==> config.mk <==
export PLATFORM = sky130hd
export DESIGN_NAME = flash_status_reg
export DESIGN_NICKNAME = d
export VERILOG_FILES = /design/src/hdl/flash_addr_map.v /design/src/hdl/flash_status_reg.v
export VERILOG_INCLUDE_DIRS = /design/src /design/src/hdl
export SDC_FILE = /design/constraint.sdc
export NUM_CORES = 1
export LEC_CHECK = 0
export ABC_AREA = 1
export BUFFER_PORTS_ARGS = -buffer_cell sky130_fd_sc_hd__buf_2
export CORE_ASPECT_RATIO = 0.9
export CORE_MARGIN = 4
export CORE_UTILIZATION = 25
export CTS_BUF_LIST = sky130_fd_sc_hd__clkbuf_4 sky130_fd_sc_hd__clkbuf_8 sky130_fd_sc_hd__clkbuf_16
export CTS_CLUSTER_DIAMETER = 200
export DETAILED_ROUTE_END_ITERATION = 10
export PLACE_DENSITY = 0.4
export SYNTH_ARGS = -nofsm -noshare
export SYNTH_HDL_FRONTEND = slang
export SYNTH_HIERARCHICAL = 1
export SYNTH_SLANG_ARGS = --single-unit
==> constraint.sdc <==
create_clock -name clk_sys -period 3.25 [get_ports clk_sys]
set_input_delay 0.65 -clock clk_sys [delete_from_list [all_inputs] [get_ports clk_sys]]
set_output_delay 0.65 -clock clk_sys [all_outputs]
set_load 0.01 [all_outputs]
==> src/hdl/flash_status_consts.vh <==
// Constants for the serial flash status register, opcodes and array map
`ifndef FLASH_STATUS_CONSTS_VH
`define FLASH_STATUS_CONSTS_VH

// Status register bit positions
`define STAT_BUSY 0
`define STAT_WEL 1
`define STAT_BP_LO 2
`define STAT_BP_HI 5
`define STAT_QE 6
`define STAT_WD 7
`define STAT_RESET 8'h00
`define BP_CLEAR 4'h0

// Command opcodes
`define OP_WRITE_ENABLE 8'h06
`define OP_WRITE_DISABLE 8'h04
`define OP_STATUS_READ 8'h05
`define OP_STATUS_WRITE 8'h01
`define OP_PAGE_PROGRAM 8'h02
`define OP_SECTOR_ERASE 8'h20
`define OP_BLOCK32_ERASE 8'h52
`define OP_BLOCK64_ERASE 8'hd8
`define OP_CHIP_ERASE 8'hc7
`define OP_CHIP_ERASE_ALT 8'h60

// Operation kinds reported to the array
`define KIND_STATUS 3'h0
`define KIND_PROGRAM 3'h1
`define KIND_SECTOR 3'h2
`define KIND_BLOCK32 3'h3
`define KIND_BLOCK64 3'h4
`define KIND_CHIP 3'h5

// Array map: 4 KB sectors, 32 KB and 64 KB blocks, 25-bit byte address
`define ADDR_W 25
`define TOP_ADDR 25'h1ffffff
`define SECTOR_SHIFT 12
`define BLOCK32_SHIFT 15
`define BLOCK64_SHIFT 16
`define SECTOR_W 13
`define BLOCK32_W 10
`define BLOCK64_W 9
`define ADDR_BYTES 4

// Internal write cycle lengths in clk_sys cycles
`define BUSY_CNT_W 24
`define STATUS_WRITE_CYCLES 24'h000040
`define PROGRAM_CYCLES 24'h000100
`define SECTOR_ERASE_CYCLES 24'h000400
`define BLOCK_ERASE_CYCLES 24'h000800
`define CHIP_ERASE_CYCLES 24'h001000

`endif

==> src/hdl/flash_addr_map.v <==
// Byte address to sector and block number decode
`timescale 1ns/1ps
`default_nettype none
`include "flash_status_consts.vh"

module flash_addr_map (
    input wire [`ADDR_W-1:0] addr,
    output wire [`SECTOR_W-1:0] sector,
    output wire [`BLOCK32_W-1:0] block32,
    output wire [`BLOCK64_W-1:0] block64
);

// Sector n covers n*4096 .. n*4096+4095; blocks are 8 or 16 adjacent sectors
assign sector = addr[`ADDR_W-1:`SECTOR_SHIFT];
assign block32 = addr[`ADDR_W-1:`BLOCK32_SHIFT];
assign block64 = addr[`ADDR_W-1:`BLOCK64_SHIFT];

endmodule

`default_nettype wire

==> src/hdl/flash_status_reg.v <==
// Serial flash status register with its command front end over the serial bus
`timescale 1ns/1ps
`default_nettype none
`include "flash_status_consts.vh"

module flash_status_reg #(
    parameter [`BUSY_CNT_W-1:0] STATUS_WRITE_CYCLES = `STATUS_WRITE_CYCLES,
    parameter [`BUSY_CNT_W-1:0] PROGRAM_CYCLES = `PROGRAM_CYCLES,
    parameter [`BUSY_CNT_W-1:0] SECTOR_ERASE_CYCLES = `SECTOR_ERASE_CYCLES,
    parameter [`BUSY_CNT_W-1:0] BLOCK_ERASE_CYCLES = `BLOCK_ERASE_CYCLES,
    parameter [`BUSY_CNT_W-1:0] CHIP_ERASE_CYCLES = `CHIP_ERASE_CYCLES
) (
    input wire clk_sys,
    input wire rstn,
    input wire ce_n,
    input wire sck,
    input wire si,
    input wire wp_n,
    output reg so,
    output reg so_oe,
    output reg [7:0] flash_status,
    output reg op_start,
    output reg [2:0] op_kind,
    output reg [`ADDR_W-1:0] op_addr,
    output reg [`SECTOR_W-1:0] op_sector,
    output reg [`BLOCK32_W-1:0] op_block32,
    output reg [`BLOCK64_W-1:0] op_block64,
    output reg prog_valid,
    output reg [7:0] prog_data
);

localparam S_CMD = 5'b00001;
localparam S_ADDR = 5'b00010;
localparam S_DATA = 5'b00100;
localparam S_READ = 5'b01000;
localparam S_HOLD = 5'b10000;
localparam [2:0] LAST_ADDR = `ADDR_BYTES - 1;

////////////////////////////////////////////////////////////////////////////////
// Status bits
reg status_write_disable;
reg quad_enable;
reg [3:0] protect_bits;
reg write_enable_latch;
reg busy_flag;
reg [`BUSY_CNT_W-1:0] busy_cnt;
wire [7:0] status_now = {status_write_disable, quad_enable, protect_bits,
                         write_enable_latch, busy_flag};

////////////////////////////////////////////////////////////////////////////////
// Serial front end
reg sck_q;
reg ce_q;
reg [4:0] state;
reg [2:0] bit_cnt;
reg [2:0] out_cnt;
reg [2:0] addr_cnt;
reg [7:0] shift_in;
reg [7:0] cmd;
reg [31:0] addr_sh;
reg [7:0] data_byte;
reg [7:0] out_sh;
reg frame_ok;
wire rise;
wire fall;
wire frame_end;
wire byte_done;
wire [7:0] next_byte;
wire [`SECTOR_W-1:0] map_sector;
wire [`BLOCK32_W-1:0] map_block32;
wire [`BLOCK64_W-1:0] map_block64;

// Mode 0 and 3: input taken on rising clock, output moved on falling clock
assign rise = sck & ~sck_q & ~ce_n;
assign fall = ~sck & sck_q & ~ce_n;
assign frame_end = ce_n & ~ce_q;
assign next_byte = {shift_in[6:0], si};
assign byte_done = rise && (bit_cnt == 3'h7);

flash_addr_map u_map (
    .addr(addr_sh[`ADDR_W-1:0]),
    .sector(map_sector),
    .block32(map_block32),
    .block64(map_block64)
);

always @(posedge clk_sys or negedge rstn) begin
    if (!rstn) begin
        sck_q <= 1'b0;
        ce_q <= 1'b1;
    end else begin
        sck_q <= sck;
        ce_q <= ce_n;
    end
end

always @(posedge clk_sys or negedge rstn) begin
    if (!rstn) begin
        state <= S_CMD;
        bit_cnt <= 3'h0;
        out_cnt <= 3'h0;
        addr_cnt <= 3'h0;
        shift_in <= 8'h00;
        cmd <= 8'h00;
        addr_sh <= 32'h00000000;
        data_byte <= 8'h00;
        out_sh <= 8'h00;
        frame_ok <= 1'b0;
        so <= 1'b0;
        so_oe <= 1'b0;
        prog_valid <= 1'b0;
        prog_data <= 8'h00;
    end else begin
        prog_valid <= 1'b0;
        if (ce_n) begin
            // Deselect ends the frame; the execute stage reads frame_ok first
            state <= S_CMD;
            bit_cnt <= 3'h0;
            out_cnt <= 3'h0;
            addr_cnt <= 3'h0;
            frame_ok <= 1'b0;
            so_oe <= 1'b0;
        end else begin
            if (rise) begin
                shift_in <= next_byte;
                bit_cnt <= bit_cnt + 3'h1;
            end
            if (byte_done) begin
                case (state)
                    S_CMD: begin
                        cmd <= next_byte;
                        if (busy_flag && next_byte != `OP_STATUS_READ) begin
                            state <= S_HOLD;
                        end else begin
                            case (next_byte)
                                `OP_STATUS_READ: begin
                                    state <= S_READ;
                                    out_sh <= status_now;
                                    out_cnt <= 3'h0;
                                    so_oe <= 1'b1;
                                end
                                `OP_STATUS_WRITE: state <= S_DATA;
                                `OP_PAGE_PROGRAM, `OP_SECTOR_ERASE,
                                `OP_BLOCK32_ERASE, `OP_BLOCK64_ERASE: begin
                                    state <= S_ADDR;
                                end
                                `OP_WRITE_ENABLE, `OP_WRITE_DISABLE,
                                `OP_CHIP_ERASE, `OP_CHIP_ERASE_ALT: begin
                                    state <= S_HOLD;
                                    frame_ok <= 1'b1;
                                end
                                default: state <= S_HOLD;
                            endcase
                        end
                    end
                    S_ADDR: begin
                        addr_sh <= {addr_sh[23:0], next_byte};
                        addr_cnt <= addr_cnt + 3'h1;
                        if (addr_cnt == LAST_ADDR) begin
                            frame_ok <= 1'b1;
                            state <= (cmd == `OP_PAGE_PROGRAM) ? S_DATA : S_HOLD;
                        end
                    end
                    S_DATA: begin
                        data_byte <= next_byte;
                        if (cmd == `OP_STATUS_WRITE) begin
                            frame_ok <= 1'b1;
                            state <= S_HOLD;
                        end else if (write_enable_latch) begin
                            prog_valid <= 1'b1;
                            prog_data <= next_byte;
                        end
                    end
                    default: state <= state;
                endcase
            end
            if (fall && state == S_READ) begin
                so <= out_sh[7];
                out_cnt <= out_cnt + 3'h1;
                // Reload after every byte so the register repeats until deselect
                if (out_cnt == 3'h7) begin
                    out_sh <= status_now;
                end else begin
                    out_sh <= {out_sh[6:0], 1'b0};
                end
            end
        end
    end
end

////////////////////////////////////////////////////////////////////////////////
// Execute stage and internal write cycle
// Commands other than status read act only when select rises on a byte boundary
wire exec = frame_end && frame_ok && (bit_cnt == 3'h0) && !busy_flag;

always @(posedge clk_sys or negedge rstn) begin
    if (!rstn) begin
        status_write_disable <= 1'b0;
        quad_enable <= 1'b0;
        protect_bits <= `BP_CLEAR;
        write_enable_latch <= 1'b0;
        busy_flag <= 1'b0;
        busy_cnt <= {`BUSY_CNT_W{1'b0}};
        op_start <= 1'b0;
        op_kind <= `KIND_STATUS;
        op_addr <= {`ADDR_W{1'b0}};
        op_sector <= {`SECTOR_W{1'b0}};
        op_block32 <= {`BLOCK32_W{1'b0}};
        op_block64 <= {`BLOCK64_W{1'b0}};
        flash_status <= `STAT_RESET;
    end else begin
        op_start <= 1'b0;
        flash_status <= status_now;
        if (busy_flag) begin
            if (busy_cnt == {`BUSY_CNT_W{1'b0}}) begin
                busy_flag <= 1'b0;
                write_enable_latch <= 1'b0;
            end else begin
                busy_cnt <= busy_cnt - {{(`BUSY_CNT_W-1){1'b0}}, 1'b1};
            end
        end else if (exec) begin
            op_addr <= addr_sh[`ADDR_W-1:0];
            op_sector <= map_sector;
            op_block32 <= map_block32;
            op_block64 <= map_block64;
            case (cmd)
                `OP_WRITE_ENABLE: write_enable_latch <= 1'b1;
                `OP_WRITE_DISABLE: write_enable_latch <= 1'b0;
                `OP_STATUS_WRITE: begin
                    // Latch and busy bits are not taken from the written byte
                    if (write_enable_latch && (!status_write_disable || wp_n)) begin
                        status_write_disable <= data_byte[`STAT_WD];
                        quad_enable <= data_byte[`STAT_QE];
                        protect_bits <= data_byte[`STAT_BP_HI:`STAT_BP_LO];
                        busy_flag <= 1'b1;
                        busy_cnt <= STATUS_WRITE_CYCLES;
                        op_start <= 1'b1;
                        op_kind <= `KIND_STATUS;
                    end
                end
                `OP_PAGE_PROGRAM: begin
                    if (write_enable_latch) begin
                        busy_flag <= 1'b1;
                        busy_cnt <= PROGRAM_CYCLES;
                        op_start <= 1'b1;
                        op_kind <= `KIND_PROGRAM;
                    end
                end
                `OP_SECTOR_ERASE: begin
                    if (write_enable_latch) begin
                        busy_flag <= 1'b1;
                        busy_cnt <= SECTOR_ERASE_CYCLES;
                        op_start <= 1'b1;
                        op_kind <= `KIND_SECTOR;
                    end
                end
                `OP_BLOCK32_ERASE, `OP_BLOCK64_ERASE: begin
                    if (write_enable_latch) begin
                        busy_flag <= 1'b1;
                        busy_cnt <= BLOCK_ERASE_CYCLES;
                        op_start <= 1'b1;
                        op_kind <= (cmd == `OP_BLOCK32_ERASE) ? `KIND_BLOCK32 : `KIND_BLOCK64;
                    end
                end
                `OP_CHIP_ERASE, `OP_CHIP_ERASE_ALT: begin
                    if (write_enable_latch && protect_bits == `BP_CLEAR) begin
                        busy_flag <= 1'b1;
                        busy_cnt <= CHIP_ERASE_CYCLES;
                        op_start <= 1'b1;
                        op_kind <= `KIND_CHIP;
                    end
                end
                default: busy_flag <= 1'b0;
            endcase
        end
    end
end

endmodule

`default_nettype wire

==> run_results.csv, run 1 <==
group,metric,value,unit
outcome,status,"complete, no violations",
cts,clock_path_buffers,2,
cts,numCtsBuffers,17,
grt,met2_usage,0.182,
cts,clkSinkCount,183,
job,cap_violations,0,
floorplan,coreArea,34400,µm²
routing,vias,6725,
routing,wl,23.3,mm
power,clock_power_share,0.449,
timing,slew_headroom,0.583,
cts,cts_root_buf,"clkbuf_16",
grt,grt_util_met1,0.191,
timing,rsz0062_at_grt,"no",
worst_hold_path,worst_hold_path_type,"in -> async",
critical_path,slowest_stage,"dfrtp_1",
critical_path,crit_chain,"ha_1 > ha_1 > nand4_4 > nor2_4 > nand2_1 > nand2_1 > nor2_1 > nand2_1 > o21ai_0",
finish,fillers,3663,
finish,diodes,0,
routing,drcViolationCount,0,
critical_path,path_buf_inv,0,
critical_path,crit_path_end_kind,"flop",
place,post-dp-hpwl,16.4,mm
grt,grt_pass1_wl,37.7,mm
finish,nets,1132,
finish,area_delta_synth_final,13.8,%
logic_synthesis,synth_cells,1072,
logic_synthesis,netlist_area,8810,µm²
timing,skew,16.4,ps
logic_synthesis,synthesis.nets,1087,
logic_synthesis,ys_seq_area_frac,0.520,
grt,first_global_vias,6486,
cts,cts.repair.resized,0,
cts,post_cts_buffers,0,
timing,finalCritPeriodShare,0.650,
floorplan,die-area,38300,µm²
power,ir_worst_vdd,0.347,mV
place,gp_congestion,0.781,
timing,final.setup.tns,0,ps
cts,tritoncts,"yes",
grt,antenna_found_initial,0,
power,p_seq_frac,0.510,
finish,final_util,0.292,
cts,cts_hold_repair.buffers,0,
routing,viasPerCell,4.23,
routing,ant_nets,0,
critical_path,max_stage_delay,390,ps
power,switchingPower,1.14,mW
finish,reg_top3,"addr_sh (25), op_addr (25), busy_cnt (24)",
cts,clock_latency,440,ps
grt,grt_max_degree,78,
logic_synthesis,async_flop_share,1.00,
finish,fin_cells,1591,
routing,drt_pass1_iterations,5,
cts,clkSlewWorstSetupHoldPaths,70,ps
timing,finalSetupViolCount,0,
finish,final_layout_size_suffix_gt1_frac,0.161,
critical_path,critPathTopFamily,"simple AND/OR/NAND/NOR gates",
logic_synthesis,synthDistinctLibCells,45,
logic_synthesis,post_synth.cell_area_avg,8.22,µm²
logic_synthesis,synth_warnings,6,
timing,slew_violations,0,
finish,layout_commonest_cell,"nand2_1",
place,io_buffers,85,
critical_path,arrival,2430,ps
cts,htreeDepth,4,
logic_synthesis,synth_edf_count,0,
power,combPwrFrac,0.041,
power,p_int,3.46,mW
logic_synthesis,synthFlopType,"dfrtp_1",
timing,fmax,0.473,GHz
finish,layout_common_cells,"375 x nand2_1, 181 x dfrtp_1, 84 x buf_2",
power,p_leak,5.22,nW
timing,hold_viol,0,
grt,grt.overflow.total,0,
routing,drt_iter0_drc,453,
critical_path,cp_common_cell,"nand2_1",
critical_path,crit_fanout,17,
grt,gr-usage-all-layers,0.125,
grt,top_usage_layer,"met1",
place,post-place-cells,1560,
timing,min_period,2110,ps
routing,post_drt_wl_per_cell,14.6,µm
floorplan,initial_core_util,0.256,
critical_path,cp-start-kind,"flop",
floorplan,row_count,64,
floorplan,die_w,206,µm
floorplan,num_io_pins,86,
power,p_per_area,459,nW/µm²
critical_path,required,3570,ps
critical_path,criticalPathCategory,"reg -> reg",
logic_synthesis,ys_ff_latch,183,
grt,met3_usage,0.0247,
power,switching_share,0.248,
timing,worst_slew_pin_slew,625,ps
floorplan,dieHeight,186,µm
==> area by class of cell <==
cell class / count / area [µm²] / area share
clock buffer: 20 / 460 / 0.0459
inverter: 89 / 339 / 0.0338
timing repair buffer: 93 / 532 / 0.0531
clock inverter: 11 / 114 / 0.0114
tap: 462 / 578 / 0.0577
multi-input combinational: 733 / 3420 / 0.341
sequential: 183 / 4580 / 0.457
==> final timing paths <==
| path | startpoint | end | slack [ps] | depth (start not counted) |
|---|---|---|---|---|
| setup / recovery | bit_cnt[0]$_DFFE_PN0P_ | out_cnt[0]$_DFFE_PN0P_ | 1140 | 9 |
| hold / removal | rstn | flash_status[6]$_DFF_PN0_ | 170 | 1 |
| setup reg to reg | bit_cnt[0]$_DFFE_PN0P_ | out_cnt[0]$_DFFE_PN0P_ | 1140 | 9 |
| hold reg to reg | protect_bits[2]$_DFFE_PN0P_ | flash_status[4]$_DFF_PN0_ | 370 | 0 |
| max in group asynchronous | rstn | busy_cnt[7]$_DFFE_PN0P_ | 2300 | 2 |
| min in group clk_sys | protect_bits[2]$_DFFE_PN0P_ | flash_status[4]$_DFF_PN0_ | 370 | 0 |
==> layer usage <==
layer | vias up | part of all wire
met1 | 3187 | 0.54
met5 | - | 0
met3 | 11 | 0.029
li1 | 3449 | -
met2 | 78 | 0.43
met4 | 0 | 0.0063
==> power groups by stage <==
stage          Combinational [mW]  Sequential (mW)  Clock, mW
3_3_place_gp                0.195             2.39          0
5_1_grt                     0.220             2.35       2.23
3_5_place_dp                0.195             2.39          0
6_report                    0.189             2.35       2.06
2_1_floorplan               0.103             2.37          0
4_1_cts                     0.196             2.35       2.14
==> synth_stat cells (6+ instances only) <==
cell,number,area share
o21ai_0,79,0.045
buf_4,35,0.030
nand2_1,375,0.16
dfrtp_1,181,0.51
inv_1,80,0.034
nor2_2,13,0.0092
nand4_1,9,0.0064
nand2_2,11,0.0078
inv_2,7,0.0030
buf_2,18,0.010
or2_2,6,0.0043
ha_1,9,0.013
nand3_1,70,0.040
a21oi_1,17,0.0097
o21ai_1,20,0.011
buf_6,9,0.012
nor2_1,80,0.034
==> cell families after synthesis <==
family,share of synthesized area
compound gates,0.0747
xor+xnor,0.00597
fa+ha+maj,0.0128
buf+inv,0.0922
flops,0.520
mux,0.00128
simple gates,0.293
==> stage by stage <==
stage	hold slack, ps	cell area (µm²)	power (mW)	worst slack, ps
4_1_cts	166	10000	4.69	1130
3_5_place_dp	366	9450	2.59	918
6_report	168	10000	4.60	1140
5_1_grt	181	10000	4.80	928
3_3_place_gp	368	9450	2.59	995
2_1_floorplan	349	8810	2.47	1490
(Power assumes the default switching activity.)
==> run 2, diff against run 1 <==
- ABC_AREA: 1 -> 0
- clock period: 3.25 -> 2.15 ns (I/O delays scaled with it)
==> run 2 against run 1 <==
  * The flow now finishes with violations (negative setup slack)
  * Critical path depth unchanged
  * Critical endpoint is now op_kind[1]$_DFFE_PN0P_
  * Combinational power rose to 2.7 times the previous value
  * Largest power group unchanged
  * Critical path type unchanged
  * Worst hold slack worse by 4.7 ps
  * Maximum frequency down 3.0%
  * Wire length down 5.2%
  * Sequential power up 51%
  * Final area up 4.1%
  * Synthesized cell count down 26%
  * Register-to-register slack worse by 1200 ps
  * Global-route usage down 0.29 points
  * Area after synthesis down 5.7%
==> run_results.csv, run 2 <==
group,metric,value,unit
grt,gr-usage-all-layers,0.122,
critical_path,required,2460,ps
finish,nets,932,
critical_path,arrival,2490,ps
cts,numCtsBuffers,17,
power,p_leak,5.26,nW
logic_synthesis,synth_warnings,6,
critical_path,crit_path_end_kind,"flop",
critical_path,cp-start-kind,"flop",
cts,clock_latency,430,ps
finish,regArea,4590,µm²
cts,clkSinkCount,183,
place,pre_cts_slack,-89.7,ps
timing,hold_slack,163,ps
cts,clkSlewWorstSetupHoldPaths,70,ps
finish,fillers,3409,
timing,worst_slack,-28.7,ps
floorplan,die-area,36200,µm²
cts,clock_path_buffers,2,
logic_synthesis,ys_seq_area_frac,0.552,
logic_synthesis,ys_ff_latch,183,
timing,rsz0062_at_grt,"yes",
logic_synthesis,synth_top_family_by_area,"simple AND/OR/NAND/NOR gates",
floorplan,initial_core_util,0.253,
routing,wl_met2,10.0,mm
timing,hold_viol,0,
routing,met1_length,11.2,mm
critical_path,critPathLaunch,"cmd[4]$_DFFE_PN0P_",
floorplan,dieHeight,181,µm
timing,fmax,0.459,GHz
power,ir_worst_vdd,0.564,mV
job,cap_violations,0,
floorplan,coreArea,32900,µm²
outcome,violations,"negative setup slack",
timing,final.setup.tns,-75.1,ps
finish,layout_commonest_cell,"nand2_1",
critical_path,r2r_cells,9,
logic_synthesis,post_synth.cell_area_avg,10.5,µm²
routing,wl,22.1,mm
routing,post_drt_wl_per_cell,16.3,µm
critical_path,rr_startpoint,"cmd[4]$_DFFE_PN0P_",
cts,htreeDepth,4,
place,gp_congestion,0.732,
logic_synthesis,synth.area.mux_share,0.0958,
critical_path,crit_fanout,5,
critical_path,criticalPathCategory,"reg -> reg",
timing,slew_violations,0,
worst_hold_path,worst_hold_path_type,"in -> reg",
logic_synthesis,synth_area_leaders,"dfrtp_1 55%, nand2_1 9.6%, mux2_2 7.7%",
grt,grt_pass1_wl,35.3,mm
routing,drcViolationCount,0,
logic_synthesis,synth_top_area_cell,"dfrtp_1",
logic_synthesis,synthesis.nets,808,
routing,dr_wl_met3,655,µm
grt,grt.overflow.total,0,
grt,grt_max_degree,58,
timing,finalCritPeriodShare,1.01,
grt,first_global_vias,5997,
finish,reg_top3,"addr_sh (25), op_addr (25), busy_cnt (24)",
timing,finalSetupViolCount,3,
timing,worst_slew_pin_slew,643,ps
logic_synthesis,synthFlopType,"dfrtp_1",
finish,layout_common_cells,"211 x nand2_1, 175 x dfrtp_1, 84 x buf_2",
logic_synthesis,synthDistinctLibCells,70,
logic_synthesis,synth.most_common_cell,"nand2_1",
power,p_per_area,696,nW/µm²
cts,cts_root_buf,"clkbuf_16",
logic_synthesis,yosys.area_share.xor_xnor,0.00633,
finish,area_delta_synth_final,25.6,%
logic_synthesis,synth_compound_area_frac,0.0738,
logic_synthesis,synth_fa_ha_area_frac,0.0136,
routing,viasPerCell,4.43,
routing,vias,5986,
floorplan,die_w,200,µm
logic_synthesis,synth_top_cell_area_share,0.545,
finish,multiInputGateArea,3480,µm²
routing,routed.top_layer,"met4",
critical_path,crit_path_end,"op_kind[1]$_DFFE_PN0P_",
floorplan,row_count,63,
cts,tritoncts,"yes",
floorplan,num_io_pins,86,
logic_synthesis,synth_common_cells,"213 x nand2_1, 181 x dfrtp_1, 57 x mux2_2, 47 x nor2_1, 33 x buf_4",
critical_path,r2r_end,"op_kind[1]$_DFFE_PN0P_",
timing,slew_headroom,0.571,
logic_synthesis,synth_cells,793,
routing,drt_pass1_iterations,6,
routing,ant_nets,0,
logic_synthesis,netlist_area,8310,µm²
finish,final_util,0.317,
critical_path,ff2ff_setup_slack,-30,ps
logic_synthesis,synth-simple-area-share,0.206,
grt,antenna_found_initial,0,
place,io_buffers,85,
timing,min_period,2180,ps
logic_synthesis,async_flop_share,1.00,
place,post-dp-hpwl,14.9,mm
finish,diodes,0,
outcome,status,"complete, but fails checks",
finish,final_layout_size_suffix_gt1_frac,0.347,
logic_synthesis,synth_edf_count,0,
timing,skew,11.7,ps
routing,drt_iter0_drc,302,
run 2: changes by cell type in the layout (fill, tap and decap cells not counted), moves of 18 or more:
cell	previous run	this run
buf_4	5	75
inv_1	80	8
mux2_2	1	57
nand2_1	375	211
nand3_1	70	14
nor2_1	79	47
o21ai_0	79	14
o21ai_1	20	2
run 2: metal layers:
layer / GRT usage / up-vias
li1: - / 2942
met2: 0.187 / 73
met4: 0.0311 / 0
met3: 0.0266 / 9
met5: 0 / -
met1: 0.176 / 2962
run 2: cells by family after synthesis:
| family | count (synthesis) |
|---|---|
| AO/OA/AOI/OAI | 84 |
| XOR/XNOR | 6 |
| buffers and inverters | 81 |
| AND/OR/NAND/NOR | 358 |
| adder cells (fa/ha/maj) | 9 |
| multiplexers | 72 |
| flip-flops | 183 |
run 2: through the flow:
stage               instances  cell area (µm²)  power, mW
floorplan                 793             8310       3.85
global placement         1309             9530       4.16
detailed placement       1309             9530       4.16
CTS                      1344            10100       7.41
global route             1352            10400       7.61
finish                   1352            10400       7.26
run 2: worst min-delay path by stage:
| stage | startpoint | endpoint | slack (ps) | depth (start not counted) |
|---|---|---|---|---|
| 2_1_floorplan | rstn | addr_cnt[0]$_DFFE_PN0P_ | 130 | 0 |
| 3_3_place_gp | rstn | busy_cnt[16]$_DFFE_PN0P_ | 380 | 1 |
| 3_5_place_dp | rstn | busy_cnt[16]$_DFFE_PN0P_ | 380 | 1 |
| 4_1_cts | sck | sck_q$_DFF_PN0_ | 120 | 1 |
| 5_1_grt | sck | sck_q$_DFF_PN0_ | 140 | 1 |
| 6_report | sck | sck_q$_DFF_PN0_ | 160 | 1 |
run 2: power by group:
part	leakage (nW)	internal [mW]	total [mW]	switching, mW
clock	0.281	1.68	3.18	1.50
sequential	2.47	3.50	3.56	0.0677
combinational	2.51	0.194	0.512	0.318
total	5.26	5.38	7.26	1.89
run 2: cell type report:
| type | count | area share |
|---|---|---|
| Clock buffer | 19 | 0.0428 |
| Clock inverter | 13 | 0.0130 |
| Inverter | 13 | 0.00540 |
| Multi-Input combinational cell | 529 | 0.334 |
| Sequential cell | 183 | 0.440 |
| Tap cell | 422 | 0.0506 |
| Timing Repair Buffer | 173 | 0.115 |
run 2: timing repair:
item,CTS,global route
buffers inserted,2,8
gates resized for setup,3,48
pin swaps,4,21
endpoints found under the setup margin,4,40
hold endpoints to repair,31,0
hold buffers,1,0
run 2: critical path, stage by stage (launching register included):
cell	delay (ps)
dfrtp_2	450
buf_6	130
nor4_4	220
buf_4	170
nand4b_4	130
buf_6	170
a21oi_1	240
a2111oi_4	90
buf_4	170
mux2_4	290
